`src/hw/scpmc_consts.svh`:
```
`ifndef SCPMC_CONSTS_SVH
`define SCPMC_CONSTS_SVH
// ----------------------------------------
// Register map (byte addresses)
// ----------------------------------------
`define SCPMC_ADDR_SYS_CLK_CTRL 8'h00
`define SCPMC_ADDR_FAST_OSC_CTRL 8'h04
`define SCPMC_ADDR_POWER_STATUS 8'h08
`define SCPMC_ADDR_PORTA_WAKE 8'h0C
// ----------------------------------------
// Field positions
// ----------------------------------------
`define SCPMC_SCC_SEL_LSB 5
`define SCPMC_SCC_FAST_KEEP 1
`define SCPMC_SCC_SLOW_KEEP 0
`define SCPMC_FOC_FREQ_LSB 2
`define SCPMC_FOC_STABLE 1
`define SCPMC_FOC_ENABLE 0
`define SCPMC_PST_PDF 0
`define SCPMC_PST_TO 1
`define SCPMC_PST_MODE_LSB 4
// ----------------------------------------
// Reset values and codes
// ----------------------------------------
`define SCPMC_SCC_RESET 8'h00
`define SCPMC_FOC_RESET 8'h01
`define SCPMC_SEL_SUB 3'h7
`define SCPMC_FREQ_2M 2'h0
// Oscillator settle times in microseconds and their cycle counts at 20 MHz
`define SCPMC_CLK_MHZ 20
`define SCPMC_FAST_SETTLE_US 16
`define SCPMC_FAST_SETTLE_CYC (`SCPMC_FAST_SETTLE_US * `SCPMC_CLK_MHZ)
`define SCPMC_SLOW_SETTLE_US 8
`define SCPMC_SLOW_SETTLE_CYC (`SCPMC_SLOW_SETTLE_US * `SCPMC_CLK_MHZ)
`endif

```
`src/hw/scpmc_pkg.sv`:
```
`default_nettype none
package scpmc_pkg;
  // Power modes, codes as read back in the status register
  typedef enum logic [2:0] {
    SCPMC_RUN = 3'h0,
    SCPMC_SLEEP = 3'h1,
    SCPMC_IDLE_MODE_0 = 3'h2,
    SCPMC_IDLE_MODE_1 = 3'h3,
    SCPMC_IDLE_MODE_2 = 3'h4
  } scpmc_mode_type;

  // Bus address-phase capture
  typedef struct packed {
    logic valid;
    logic write;
    logic [7:0] addr;
  } scpmc_aphase_type;

  // Whole block state
  typedef struct packed {
    scpmc_aphase_type ap;
    logic [2:0] sys_clk_select;
    logic fast_osc_halt_keep;
    logic slow_osc_halt_keep;
    logic [1:0] fast_osc_freq_sel;
    logic [1:0] applied_freq;
    logic fast_osc_enable;
    logic fast_osc_stable_flag;
    logic slow_stable;
    logic [15:0] fast_cnt;
    logic [15:0] slow_cnt;
    logic power_down_flag;
    logic timeout_flag;
    logic [7:0] porta_wake_mask;
    logic [7:0] pa_s1;
    logic [7:0] pa_s2;
    logic [7:0] pa_prev;
    logic [7:0] irq_masked;
    scpmc_mode_type mode;
    logic [2:0] active_sel;
    logic [5:0] div_cnt;
    logic sys_tick;
    logic wake_resume;
    logic wake_irq_service;
    logic wake_wdt_reset;
    logic wdt_clear;
  } scpmc_state_type;
endpackage : scpmc_pkg
`default_nettype wire

```
`src/hw/scpmc_ctrl.sv`:
```
// Design decisions made here: the address map and the AHB-Lite register port.
`timescale 1ns/1ps
`default_nettype none
`include "scpmc_consts.svh"

// Operation
// - select field gives fast divided or sub
// - fast keep bit holds fast oscillator in halt
// - slow keep bit holds slow oscillator in halt
// - frequency field picks 2,4,8,2 MHz
// - new frequency applies after stable flag
// - enable clears stable, then sets when settled
// - halt picks sleep or idle by keep bits
// - sleep stops system clock, watchdog runs
// - idle_mode_1 keeps fast and sub clocks
// - idle_mode_2 fast only, idle_mode_0 sub only
// - low power preserves memory, registers, ports
// - halt sets power-down, clears timeout
// - halt clears watchdog, counting continues
// - sub select completes when slow oscillator stable
// - wake on port edge, interrupt, watchdog
// - power-down clears only on power-up, clear-watchdog
// - watchdog wake sets timeout, resets pc/sp
// - masked port falling edge wakes, resumes next
// - disabled or stack-full interrupt defers service
// - enabled interrupt with room gets response
// - interrupt pending before halt cannot wake
// - in slow mode fast follows enable bit
module scpmc_ctrl #(
  parameter int PA_WIDTH = 8,
  parameter int IRQ_WIDTH = 8
) (
  input wire logic clk,
  input wire logic rst_b,
  input wire logic hsel,
  input wire logic [7:0] haddr,
  input wire logic [1:0] htrans,
  input wire logic hwrite,
  input wire logic [2:0] hsize,
  input wire logic [31:0] hwdata,
  input wire logic hready,
  output logic [31:0] hrdata,
  output logic hreadyout,
  output logic hresp,
  input wire logic halt_exec,
  input wire logic clr_wdt_exec,
  input wire logic wdt_overflow,
  input wire logic [PA_WIDTH-1:0] porta_pins,
  input wire logic [IRQ_WIDTH-1:0] irq_req,
  input wire logic [IRQ_WIDTH-1:0] irq_enable,
  input wire logic stack_full,
  output logic sys_clk_tick,
  output logic fast_osc_run,
  output logic slow_osc_run,
  output logic [1:0] fast_osc_freq,
  output logic cpu_halted,
  output logic wdt_clear,
  output logic wake_resume,
  output logic wake_irq_service,
  output logic wake_wdt_reset
);
  scpmc_pkg::scpmc_state_type r;
  scpmc_pkg::scpmc_state_type next_r;
  logic [7:0] pa_fall;
  logic [7:0] irq_wake;
  logic [7:0] wreg;
  logic low_power;
  logic fast_keep_on;
  logic slow_keep_on;
  logic [2:0] want_sel;

  // ----------------------------------------
  // Bus slave (zero wait, always OKAY)
  // ----------------------------------------
  assign hreadyout = 1'b1;
  assign hresp = 1'b0;

  // ----------------------------------------
  // Outputs, all from registered state
  // ----------------------------------------
  assign sys_clk_tick = r.sys_tick;
  assign fast_osc_freq = r.applied_freq;
  assign cpu_halted = (r.mode != scpmc_pkg::SCPMC_RUN);
  assign wdt_clear = r.wdt_clear;
  assign wake_resume = r.wake_resume;
  assign wake_irq_service = r.wake_irq_service;
  assign wake_wdt_reset = r.wake_wdt_reset;
  // Oscillators run per mode
  assign fast_osc_run = fast_keep_on;
  assign slow_osc_run = slow_keep_on;

  // Oscillator demand per mode; the watchdog's own slow source lives outside this block
  always_comb begin
    low_power = (r.mode != scpmc_pkg::SCPMC_RUN);
    case (r.mode)
      scpmc_pkg::SCPMC_SLEEP: begin
        fast_keep_on = 1'b0;
        slow_keep_on = 1'b0;
      end
      scpmc_pkg::SCPMC_IDLE_MODE_0: begin
        fast_keep_on = 1'b0;
        slow_keep_on = 1'b1;
      end
      scpmc_pkg::SCPMC_IDLE_MODE_1: begin
        fast_keep_on = 1'b1;
        slow_keep_on = 1'b1;
      end
      scpmc_pkg::SCPMC_IDLE_MODE_2: begin
        fast_keep_on = 1'b1;
        slow_keep_on = 1'b0;
      end
      default: begin
        // In slow mode fast follows its enable
        // A fast code selected or still active pins it on, else the system clock would starve
        fast_keep_on = r.fast_osc_enable || (r.sys_clk_select != `SCPMC_SEL_SUB)
                       || (r.active_sel != `SCPMC_SEL_SUB);
        slow_keep_on = 1'b1;
      end
    endcase
  end

  // ----------------------------------------
  // Wake sources
  // ----------------------------------------
  always_comb begin
    pa_fall = '0;
    irq_wake = '0;
    pa_fall[PA_WIDTH-1:0] = r.pa_prev[PA_WIDTH-1:0] & ~r.pa_s2[PA_WIDTH-1:0]
                            & r.porta_wake_mask[PA_WIDTH-1:0];
    // Requests already pending at halt are masked out
    irq_wake[IRQ_WIDTH-1:0] = irq_req & ~r.irq_masked[IRQ_WIDTH-1:0];
  end

  // ----------------------------------------
  // Next-state logic
  // ----------------------------------------
  always_comb begin
    next_r = r;
    wreg = hwdata[7:0];
    want_sel = r.sys_clk_select;
    next_r.wdt_clear = 1'b0;
    next_r.wake_resume = 1'b0;
    next_r.wake_irq_service = 1'b0;
    next_r.wake_wdt_reset = 1'b0;
    next_r.pa_s1[PA_WIDTH-1:0] = porta_pins;
    next_r.pa_s2 = r.pa_s1;
    next_r.pa_prev = r.pa_s2;

    // Address phase capture
    next_r.ap.valid = hsel & hready & htrans[1];
    next_r.ap.write = hwrite;
    next_r.ap.addr = haddr;

    // Data phase write; stable flag is read-only
    if (r.ap.valid && r.ap.write) begin
      case (r.ap.addr)
        `SCPMC_ADDR_SYS_CLK_CTRL: begin
          next_r.sys_clk_select = wreg[`SCPMC_SCC_SEL_LSB +: 3];
          next_r.fast_osc_halt_keep = wreg[`SCPMC_SCC_FAST_KEEP];
          next_r.slow_osc_halt_keep = wreg[`SCPMC_SCC_SLOW_KEEP];
        end
        `SCPMC_ADDR_FAST_OSC_CTRL: begin
          next_r.fast_osc_freq_sel = wreg[`SCPMC_FOC_FREQ_LSB +: 2];
          next_r.fast_osc_enable = wreg[`SCPMC_FOC_ENABLE];
          // Re-enable or retune restarts settling
          if ((wreg[`SCPMC_FOC_ENABLE] && !r.fast_osc_enable) ||
              (wreg[`SCPMC_FOC_FREQ_LSB +: 2] != r.fast_osc_freq_sel)) begin
            next_r.fast_osc_stable_flag = 1'b0;
            next_r.fast_cnt = '0;
          end
        end
        `SCPMC_ADDR_PORTA_WAKE: next_r.porta_wake_mask = wreg;
        default: ;
      endcase
    end

    // Fast oscillator settle counter
    if (!fast_keep_on) begin
      next_r.fast_osc_stable_flag = 1'b0;
      next_r.fast_cnt = '0;
    end else if (!r.fast_osc_stable_flag && next_r.fast_cnt == r.fast_cnt) begin
      if (r.fast_cnt == 16'(`SCPMC_FAST_SETTLE_CYC - 1)) begin
        next_r.fast_osc_stable_flag = 1'b1;
      end else begin
        next_r.fast_cnt = r.fast_cnt + 16'h0001;
      end
    end
    // New frequency takes effect only once settled
    if (r.fast_osc_stable_flag) begin
      next_r.applied_freq = (r.fast_osc_freq_sel == 2'h3) ? `SCPMC_FREQ_2M
                            : r.fast_osc_freq_sel;
    end

    // Slow oscillator settle
    if (!slow_keep_on) begin
      next_r.slow_stable = 1'b0;
      next_r.slow_cnt = '0;
    end else if (!r.slow_stable) begin
      if (r.slow_cnt == 16'(`SCPMC_SLOW_SETTLE_CYC - 1)) begin
        next_r.slow_stable = 1'b1;
      end else begin
        next_r.slow_cnt = r.slow_cnt + 16'h0001;
      end
    end

    // Source switch waits for target stable, only at a period end
    if (r.active_sel != r.sys_clk_select && r.div_cnt == 6'h00) begin
      if (want_sel == `SCPMC_SEL_SUB ? r.slow_stable : r.fast_osc_stable_flag) begin
        next_r.active_sel = want_sel;
      end
    end

    // Divider gives one tick per 2^sel cycles on fast codes, one every cycle on sub; none in sleep
    next_r.sys_tick = 1'b0;
    if (!low_power) begin
      if (r.active_sel == `SCPMC_SEL_SUB) begin
        next_r.sys_tick = r.slow_stable;
        next_r.div_cnt = '0;
      end else if (r.fast_osc_stable_flag) begin
        if (r.div_cnt >= 6'((7'h01 << r.active_sel) - 7'h01)) begin
          next_r.div_cnt = '0;
          next_r.sys_tick = 1'b1;
        end else begin
          next_r.div_cnt = r.div_cnt + 6'h01;
        end
      end
    end

    // Halt entry; registers simply hold their values
    if (!low_power && halt_exec) begin
      case ({r.fast_osc_halt_keep, r.slow_osc_halt_keep})
        2'b00: next_r.mode = scpmc_pkg::SCPMC_SLEEP;
        2'b01: next_r.mode = scpmc_pkg::SCPMC_IDLE_MODE_0;
        2'b11: next_r.mode = scpmc_pkg::SCPMC_IDLE_MODE_1;
        default: next_r.mode = scpmc_pkg::SCPMC_IDLE_MODE_2;
      endcase
      next_r.power_down_flag = 1'b1;
      next_r.timeout_flag = 1'b0;
      next_r.wdt_clear = 1'b1;
      next_r.irq_masked[IRQ_WIDTH-1:0] = irq_req;
    end else if (low_power) begin
      // Watchdog first, then interrupts, then port edges
      if (wdt_overflow) begin
        next_r.mode = scpmc_pkg::SCPMC_RUN;
        next_r.timeout_flag = 1'b1;
        next_r.wake_wdt_reset = 1'b1;
      end else if (|irq_wake) begin
        next_r.mode = scpmc_pkg::SCPMC_RUN;
        // Service now only if enabled with stack room
        if (|(irq_wake[IRQ_WIDTH-1:0] & irq_enable) && !stack_full) begin
          next_r.wake_irq_service = 1'b1;
        end else begin
          next_r.wake_resume = 1'b1;
        end
      end else if (|pa_fall) begin
        next_r.mode = scpmc_pkg::SCPMC_RUN;
        next_r.wake_resume = 1'b1;
      end
    end

    // Clear-watchdog clears power-down; halt's set wins
    if (clr_wdt_exec && !(!low_power && halt_exec)) begin
      next_r.power_down_flag = 1'b0;
      next_r.wdt_clear = 1'b1;
    end
  end

  // ----------------------------------------
  // State register; power-up clears the flags
  // ----------------------------------------
  always_ff @(posedge clk or negedge rst_b) begin
    if (!rst_b) begin
      r <= '0;
      r.fast_osc_enable <= 1'(`SCPMC_FOC_RESET);
    end else begin
      r <= next_r;
    end
  end

  // ----------------------------------------
  // Read data, registered in the address phase
  // ----------------------------------------
  always_ff @(posedge clk or negedge rst_b) begin
    if (!rst_b) begin
      hrdata <= 32'h00000000;
    end else if (hsel && hready && htrans[1] && !hwrite) begin
      case (haddr)
        `SCPMC_ADDR_SYS_CLK_CTRL: hrdata <= {24'h000000, r.sys_clk_select, 3'h0,
                                     r.fast_osc_halt_keep, r.slow_osc_halt_keep};
        `SCPMC_ADDR_FAST_OSC_CTRL: hrdata <= {28'h0000000, r.fast_osc_freq_sel,
                                      r.fast_osc_stable_flag, r.fast_osc_enable};
        `SCPMC_ADDR_POWER_STATUS: hrdata <= {25'h0000000, r.mode, 2'h0,
                                     r.timeout_flag, r.power_down_flag};
        `SCPMC_ADDR_PORTA_WAKE: hrdata <= {24'h000000, r.porta_wake_mask};
        default: hrdata <= 32'h00000000;
      endcase
    end
  end

  // ----------------------------------------
  // Assertions and covers
  // ----------------------------------------
  a_halt_sets_pdf: assert property (@(posedge clk) disable iff (!rst_b)
    (!cpu_halted && halt_exec) |=> (r.power_down_flag && !r.timeout_flag && wdt_clear))
    else $error("halt did not set pdf");
  a_sleep_mode_sel: assert property (@(posedge clk) disable iff (!rst_b)
    (!cpu_halted && halt_exec && !r.fast_osc_halt_keep && !r.slow_osc_halt_keep)
    |=> r.mode == scpmc_pkg::SCPMC_SLEEP)
    else $error("wrong mode on halt");
  a_sleep_no_tick: assert property (@(posedge clk) disable iff (!rst_b)
    (r.mode == scpmc_pkg::SCPMC_SLEEP) |=> !sys_clk_tick)
    else $error("tick in sleep");
  a_idle_mode_1_osc_on: assert property (@(posedge clk) disable iff (!rst_b)
    (r.mode == scpmc_pkg::SCPMC_IDLE_MODE_1) |-> (fast_osc_run && slow_osc_run))
    else $error("idle_mode_1 oscillator off");
  a_idle_mode_0_fast_off: assert property (@(posedge clk) disable iff (!rst_b)
    (r.mode == scpmc_pkg::SCPMC_IDLE_MODE_0) |-> (!fast_osc_run && slow_osc_run))
    else $error("idle_mode_0 oscillators wrong");
  a_wdt_wake_to: assert property (@(posedge clk) disable iff (!rst_b)
    (cpu_halted && wdt_overflow) |=> (wake_wdt_reset && r.timeout_flag && !cpu_halted))
    else $error("watchdog wake wrong");
  a_pdf_hold: assert property (@(posedge clk) disable iff (!rst_b)
    ($fell(r.power_down_flag)) |-> $past(clr_wdt_exec))
    else $error("pdf cleared without clr");
  a_enable_clears_flag: assert property (@(posedge clk) disable iff (!rst_b)
    (r.ap.valid && r.ap.write && r.ap.addr == `SCPMC_ADDR_FAST_OSC_CTRL
     && hwdata[`SCPMC_FOC_ENABLE] && !r.fast_osc_enable) |=> !r.fast_osc_stable_flag)
    else $error("stable flag not cleared");
  a_irq_service: assert property (@(posedge clk) disable iff (!rst_b)
    (cpu_halted && !wdt_overflow && |(irq_wake[IRQ_WIDTH-1:0] & irq_enable) && !stack_full)
    |=> wake_irq_service)
    else $error("interrupt not serviced");
  // Settling, source switching, oscillator demand and frequency hand-over
  a_settle_count_end: assert property (@(posedge clk) disable iff (!rst_b)
    $rose(r.fast_osc_stable_flag) |-> (r.fast_cnt == 16'(`SCPMC_FAST_SETTLE_CYC - 1)))
    else $error("stable flag set early");
  a_sub_switch_stable: assert property (@(posedge clk) disable iff (!rst_b)
    ($changed(r.active_sel) && r.active_sel == `SCPMC_SEL_SUB) |-> $past(r.slow_stable))
    else $error("sub switch before stable");
  a_freq_hold: assert property (@(posedge clk) disable iff (!rst_b)
    !r.fast_osc_stable_flag |=> $stable(fast_osc_freq))
    else $error("frequency applied while unstable");
  a_idle_mode_2_sub_off: assert property (@(posedge clk) disable iff (!rst_b)
    (r.mode == scpmc_pkg::SCPMC_IDLE_MODE_2) |-> (fast_osc_run && !slow_osc_run))
    else $error("idle_mode_2 oscillators wrong");
  a_slow_fast_follow: assert property (@(posedge clk) disable iff (!rst_b)
    (!cpu_halted && r.active_sel == `SCPMC_SEL_SUB && r.sys_clk_select == `SCPMC_SEL_SUB)
    |-> (fast_osc_run == r.fast_osc_enable))
    else $error("fast oscillator ignores enable");
  // Wake-up paths and status flags
  a_port_wake: assert property (@(posedge clk) disable iff (!rst_b)
    (cpu_halted && !wdt_overflow && irq_wake == 8'h00 && |pa_fall) |=> (wake_resume && !cpu_halted))
    else $error("port edge did not wake");
  a_irq_defer: assert property (@(posedge clk) disable iff (!rst_b)
    (cpu_halted && !wdt_overflow && |irq_wake
     && (stack_full || !(|(irq_wake[IRQ_WIDTH-1:0] & irq_enable)))) |=> wake_resume)
    else $error("deferred interrupt not resumed");
  a_pending_masked: assert property (@(posedge clk) disable iff (!rst_b)
    (!cpu_halted && halt_exec) |=> (r.irq_masked[IRQ_WIDTH-1:0] == $past(irq_req)))
    else $error("pending request not masked");
  a_clr_clears_pdf: assert property (@(posedge clk) disable iff (!rst_b)
    (clr_wdt_exec && !(!cpu_halted && halt_exec)) |=> !r.power_down_flag)
    else $error("clear-watchdog left pdf set");
  c_idle_wake: cover property (@(posedge clk) disable iff (!rst_b)
    r.mode == scpmc_pkg::SCPMC_IDLE_MODE_2 ##[1:50] wake_resume);
  c_irq_service: cover property (@(posedge clk) disable iff (!rst_b) wake_irq_service);
  c_wdt_wake: cover property (@(posedge clk) disable iff (!rst_b) wake_wdt_reset);
  c_sub_switch: cover property (@(posedge clk) disable iff (!rst_b)
    r.active_sel == `SCPMC_SEL_SUB);
endmodule : scpmc_ctrl
`default_nettype wire

```
`config.mk`:
```
export PLATFORM = sky130hd
export DESIGN_NAME = scpmc_ctrl
export DESIGN_NICKNAME = d
export VERILOG_FILES = /design/src/hw/scpmc_pkg.sv /design/src/hw/scpmc_ctrl.sv
export VERILOG_INCLUDE_DIRS = /design/src /design/src/hw
export SDC_FILE = /design/constraint.sdc
export NUM_CORES = 1
export LEC_CHECK = 0
export ABC_AREA = 1
export BUFFER_PORTS_ARGS = -buffer_cell sky130_fd_sc_hd__buf_2
export CORE_UTILIZATION = 56
export CTS_CLUSTER_DIAMETER = 80
export CTS_CLUSTER_SIZE = 8
export DETAILED_ROUTE_END_ITERATION = 8
export PLACE_DENSITY = 0.78
export SLEW_MARGIN = 20
export SYNTH_ARGS = -nofsm -noshare
export SYNTH_HDL_FRONTEND = slang
export SYNTH_SLANG_ARGS = --single-unit
```
`constraint.sdc`:
```
create_clock -name clk -period 3.2 [get_ports clk]
set_clock_uncertainty 0.2 [all_clocks]
set_input_delay 0.32 -clock clk [delete_from_list [all_inputs] [get_ports clk]]
set_output_delay 0.32 -clock clk [all_outputs]
set_load 0.02 [all_outputs]
```
==> flow_metrics.py <==
metrics = {
    "detailed_routing": {
        "wl_met2_um": 7680,
        "wl_met3_um": 800,
        "vias": 5536,
        "met1Wirelength_um": 6400,
        "avgRoutedWirePerCell_um": 14.8,
        "drcViolationCount": 0,
        "finalWirelength_um": 15400,
        "drt_iter0_markers": 459,
        "ant_nets": 0,
        "topRoutingLayerUsed": "met4",
        "drt-vias-per-instance": 5.33,
        "drtPass1Iterations": 5,
    },
    "power": {
        "p_int_w": 0.00321,
        "combPwrFrac_pct": 22.2,
        "seqPwrFrac_pct": 38.6,
        "powerDensity_nw_per_um2": 627,
        "ir_drop_v": 0.000537,
        "power.leakage_nw": 3.87,
        "switching_share_pct": 33.3,
        "p_clk_share_pct": 39.2,
        "total_power_w": 0.00481,
        "power.switching_w": 0.00161,
    },
    "run": {
        "max-cap-violations": 0,
    },
    "worst_setup_path": {
        "worst_setup_path_start_kind": "flip-flop",
        "timing.rr.start": "r[13]$_DFFE_PN0P_",
        "path_max_fanout": 8,
        "required_ps": 3350,
        "reg2reg_depth": 15,
        "cp-endpoint": "r[7]$_DFFE_PN0P_",
        "end_kind": "flip-flop",
        "setup.reg_to_reg.worst_slack_ps": 440,
        "rr_endpoint": "r[7]$_DFFE_PN0P_",
        "crit_start": "r[13]$_DFFE_PN0P_",
        "critPathKind": "reg2reg",
        "cp.arrival_ps": 2910,
    },
    "sta": {
        "rsz0062_at_grt": "false",
        "max_freq_mhz": 362,
        "setup_viol_count_final": 0,
        "tightest_slew_ps": 664,
        "period_needed_ps": 2760,
        "slew_headroom_pct": 55.7,
        "period_share_pct": 86.3,
        "hold_ws_ps": 29.2,
        "hold_viol": 0,
        "slew_viol_final": 0,
        "tns_ps": 0,
    },
    "layout": {
        "drive_gt1_share_pct": 16.1,
        "synthToLayoutAreaGrowth_pct": 20.6,
        "final_nets": 977,
        "design_area_um2": 7670,
        "antenna_cells": 0,
        "layout_common_cells": "nand2_1, dfrtp_1, inv_1",
        "layout_commonest_cell": "nand2_1",
    },
    "placed_design": {
        "dpl.hpwl_um": 10100,
        "portBuffers": 67,
        "routabilityCongestion": 0.896,
        "dpl_cell_area_um2": 6730,
    },
    "logic_synthesis": {
        "synth_area_um2": 6360,
        "syn_inst": 775,
        "ys_async_sr_fraction_pct": 100,
        "synth_compound_area_share_pct": 9.28,
        "synthSimpleGateAreaFrac_pct": 27.0,
        "synth_xor_area_share_pct": 2.62,
        "synth_mux_area_share_pct": 0.177,
        "synth_edf_count": 0,
        "synth_top_family_by_area": "simple AND/OR/NAND/NOR gates",
        "synth-adder-area-share_pct": 2.75,
        "avgSynthCellArea_um2": 8.21,
        "synth_cell_type_count": 44,
        "ys.flop_type": "dfrtp_1",
        "ys_warn_count": 0,
        "yosysSeqAreaShare_pct": 47.6,
        "synth-seq-cells": 121,
    },
    "die": {
        "fp.dieW_um": 109,
        "start_util_pct": 58.2,
        "dieArea_um2": 11800,
        "pin_count": 122,
        "rows": 38,
        "die_y_um": 109,
        "core_um2": 10900,
    },
    "clocking": {
        "clkSinkCount": 121,
        "cts_tree": "built",
        "clkLatencyLatePin_ps": 420,
        "cts_setup_buffers": 0,
        "cts_htree_levels": 4,
        "cts_buffers": 17,
        "cts.path.max_buffers": 2,
        "cts-root-buf": "clkbuf_16",
        "clk_pin_slew_ps": 60,
    },
    "grt": {
        "grt_pass1_vias": 5588,
        "overflow": 0,
        "grt_max_degree": 88,
        "globalRouteTotalUtil_pct": 28.2,
        "antenna_found_initial": 0,
        "grt_pass1_wl_um": 25500,
    },
    "worst_hold_path": {
        "hold_path_depth": 3,
        "hold_class": "in2reg",
    },
    "run_status": {
        "outcome": "finished, final reports clean",
    },
}
## power by group through the flow
stage,clock (W),combinational (W),sequential (W)
after floorplan,0,0.000747,0.00184
after global placement,0,0.000955,0.00186
after detailed placement,0,0.00100,0.00187
after CTS,0.00190,0.00106,0.00185
after global routing,0.00198,0.00121,0.00188
final,0.00189,0.00107,0.00186
## synth_stat cells, types with 3 or more instances
master,n,area [µm²]
nand2_1,175,657
xnor2_1,5,43.8
o21bai_1,3,22.5
nand3_2,7,70.1
dfrtp_1,120,3000
nor3_1,20,100
a21oi_2,4,35.0
or2_2,3,18.8
buf_2,5,25.0
clkbuf_1,3,11.3
nor2_2,4,25.0
xor2_1,14,123
ha_1,14,175
o21ai_1,5,25.0
buf_4,30,225
nand4_1,24,150
o31ai_1,13,97.6
nand3_1,47,235
inv_2,8,30.0
nand3b_1,7,52.6
a21oi_1,15,75.1
nand2_2,7,43.8
nor2_1,73,274
inv_1,93,349
o21ai_0,51,255
## layer usage
metal	up-vias	track usage (%)
met5	-	0
met4	0	13.1
met1	2606	33.6
li1	2681	-
met2	198	47.1
met3	51	8.02
## registers in the layout (all words and copies together) (netlist names)
signal and count:
r 87, next_r 16, hrdata 8, want_sel 3
fast_osc_freq 2, sys_clk_tick 1, wake_irq_service 1, wake_resume 1
wake_wdt_reset 1, wdt_clear 1
## repair_timing
action | in CTS | in global routing
hold buffers | 36 | 0
gates resized for setup | 0 | 0
endpoints found under the hold margin | 71 | 0
## kinds of logic after synthesis
logic type	Yosys count
AOI/OAI and AO/OA	101
xor gates and xnor gates	19
adders and majority gates	14
buffers and inverters	142
DFF	121
muxes	1
other	2
and+or+nand+nor	375
## worst min-delay path by stage
stage,start,to,slack [ps]
5_1_grt,hwdata[5],r[54]$_DFFE_PN0P_,40
3_5_place_dp,rst_b,r[79]$_DFF_PN0_,110
4_1_cts,hwdata[5],want_sel[0]$_DFFE_PN0P_,10
3_3_place_gp,rst_b,r[77]$_DFF_PN0_,110
2_1_floorplan,rst_b,fast_osc_freq[0]$_DFFE_PN0P_,-180
6_report,hwdata[5],want_sel[0]$_DFFE_PN0P_,30
## final cells by class
type / count / area, µm²
multi-input combinational: 536 / 2760
tap: 140 / 175
timing repair buffer: 107 / 741
clock inverter: 13 / 136
sequential: 121 / 3030
clock buffer: 19 / 453
fill: 804 / 3260
inverter: 102 / 383
## stage by stage
| stage | setup slack [ps] | std cells | util [%] |
|---|---|---|---|
| after floorplan | 898 | 799 | - |
| after CTS | 499 | 1038 | 70.2 |
| after global placement | 713 | 970 | 61.5 |
| after detailed placement | 570 | 970 | 61.5 |
| final | 438 | 1038 | 70.2 |
| after global routing | 152 | 1038 | 70.2 |
## worst max-delay path, cell delays in order, from the launching register on
cell      delay [ps]
dfrtp_1          520
inv_1            160
nand2_1          130
ha_1             230
o21ai_0          110
a21oi_1          140
a31oi_1           60
ha_1             290
nand2_1           90
o21bai_1         130
nand4_1          200
nor2_1           180
nand2_1           70
nand2_1           60
inv_1             70
nor2_1            90
(Power assumes the default switching activity.)
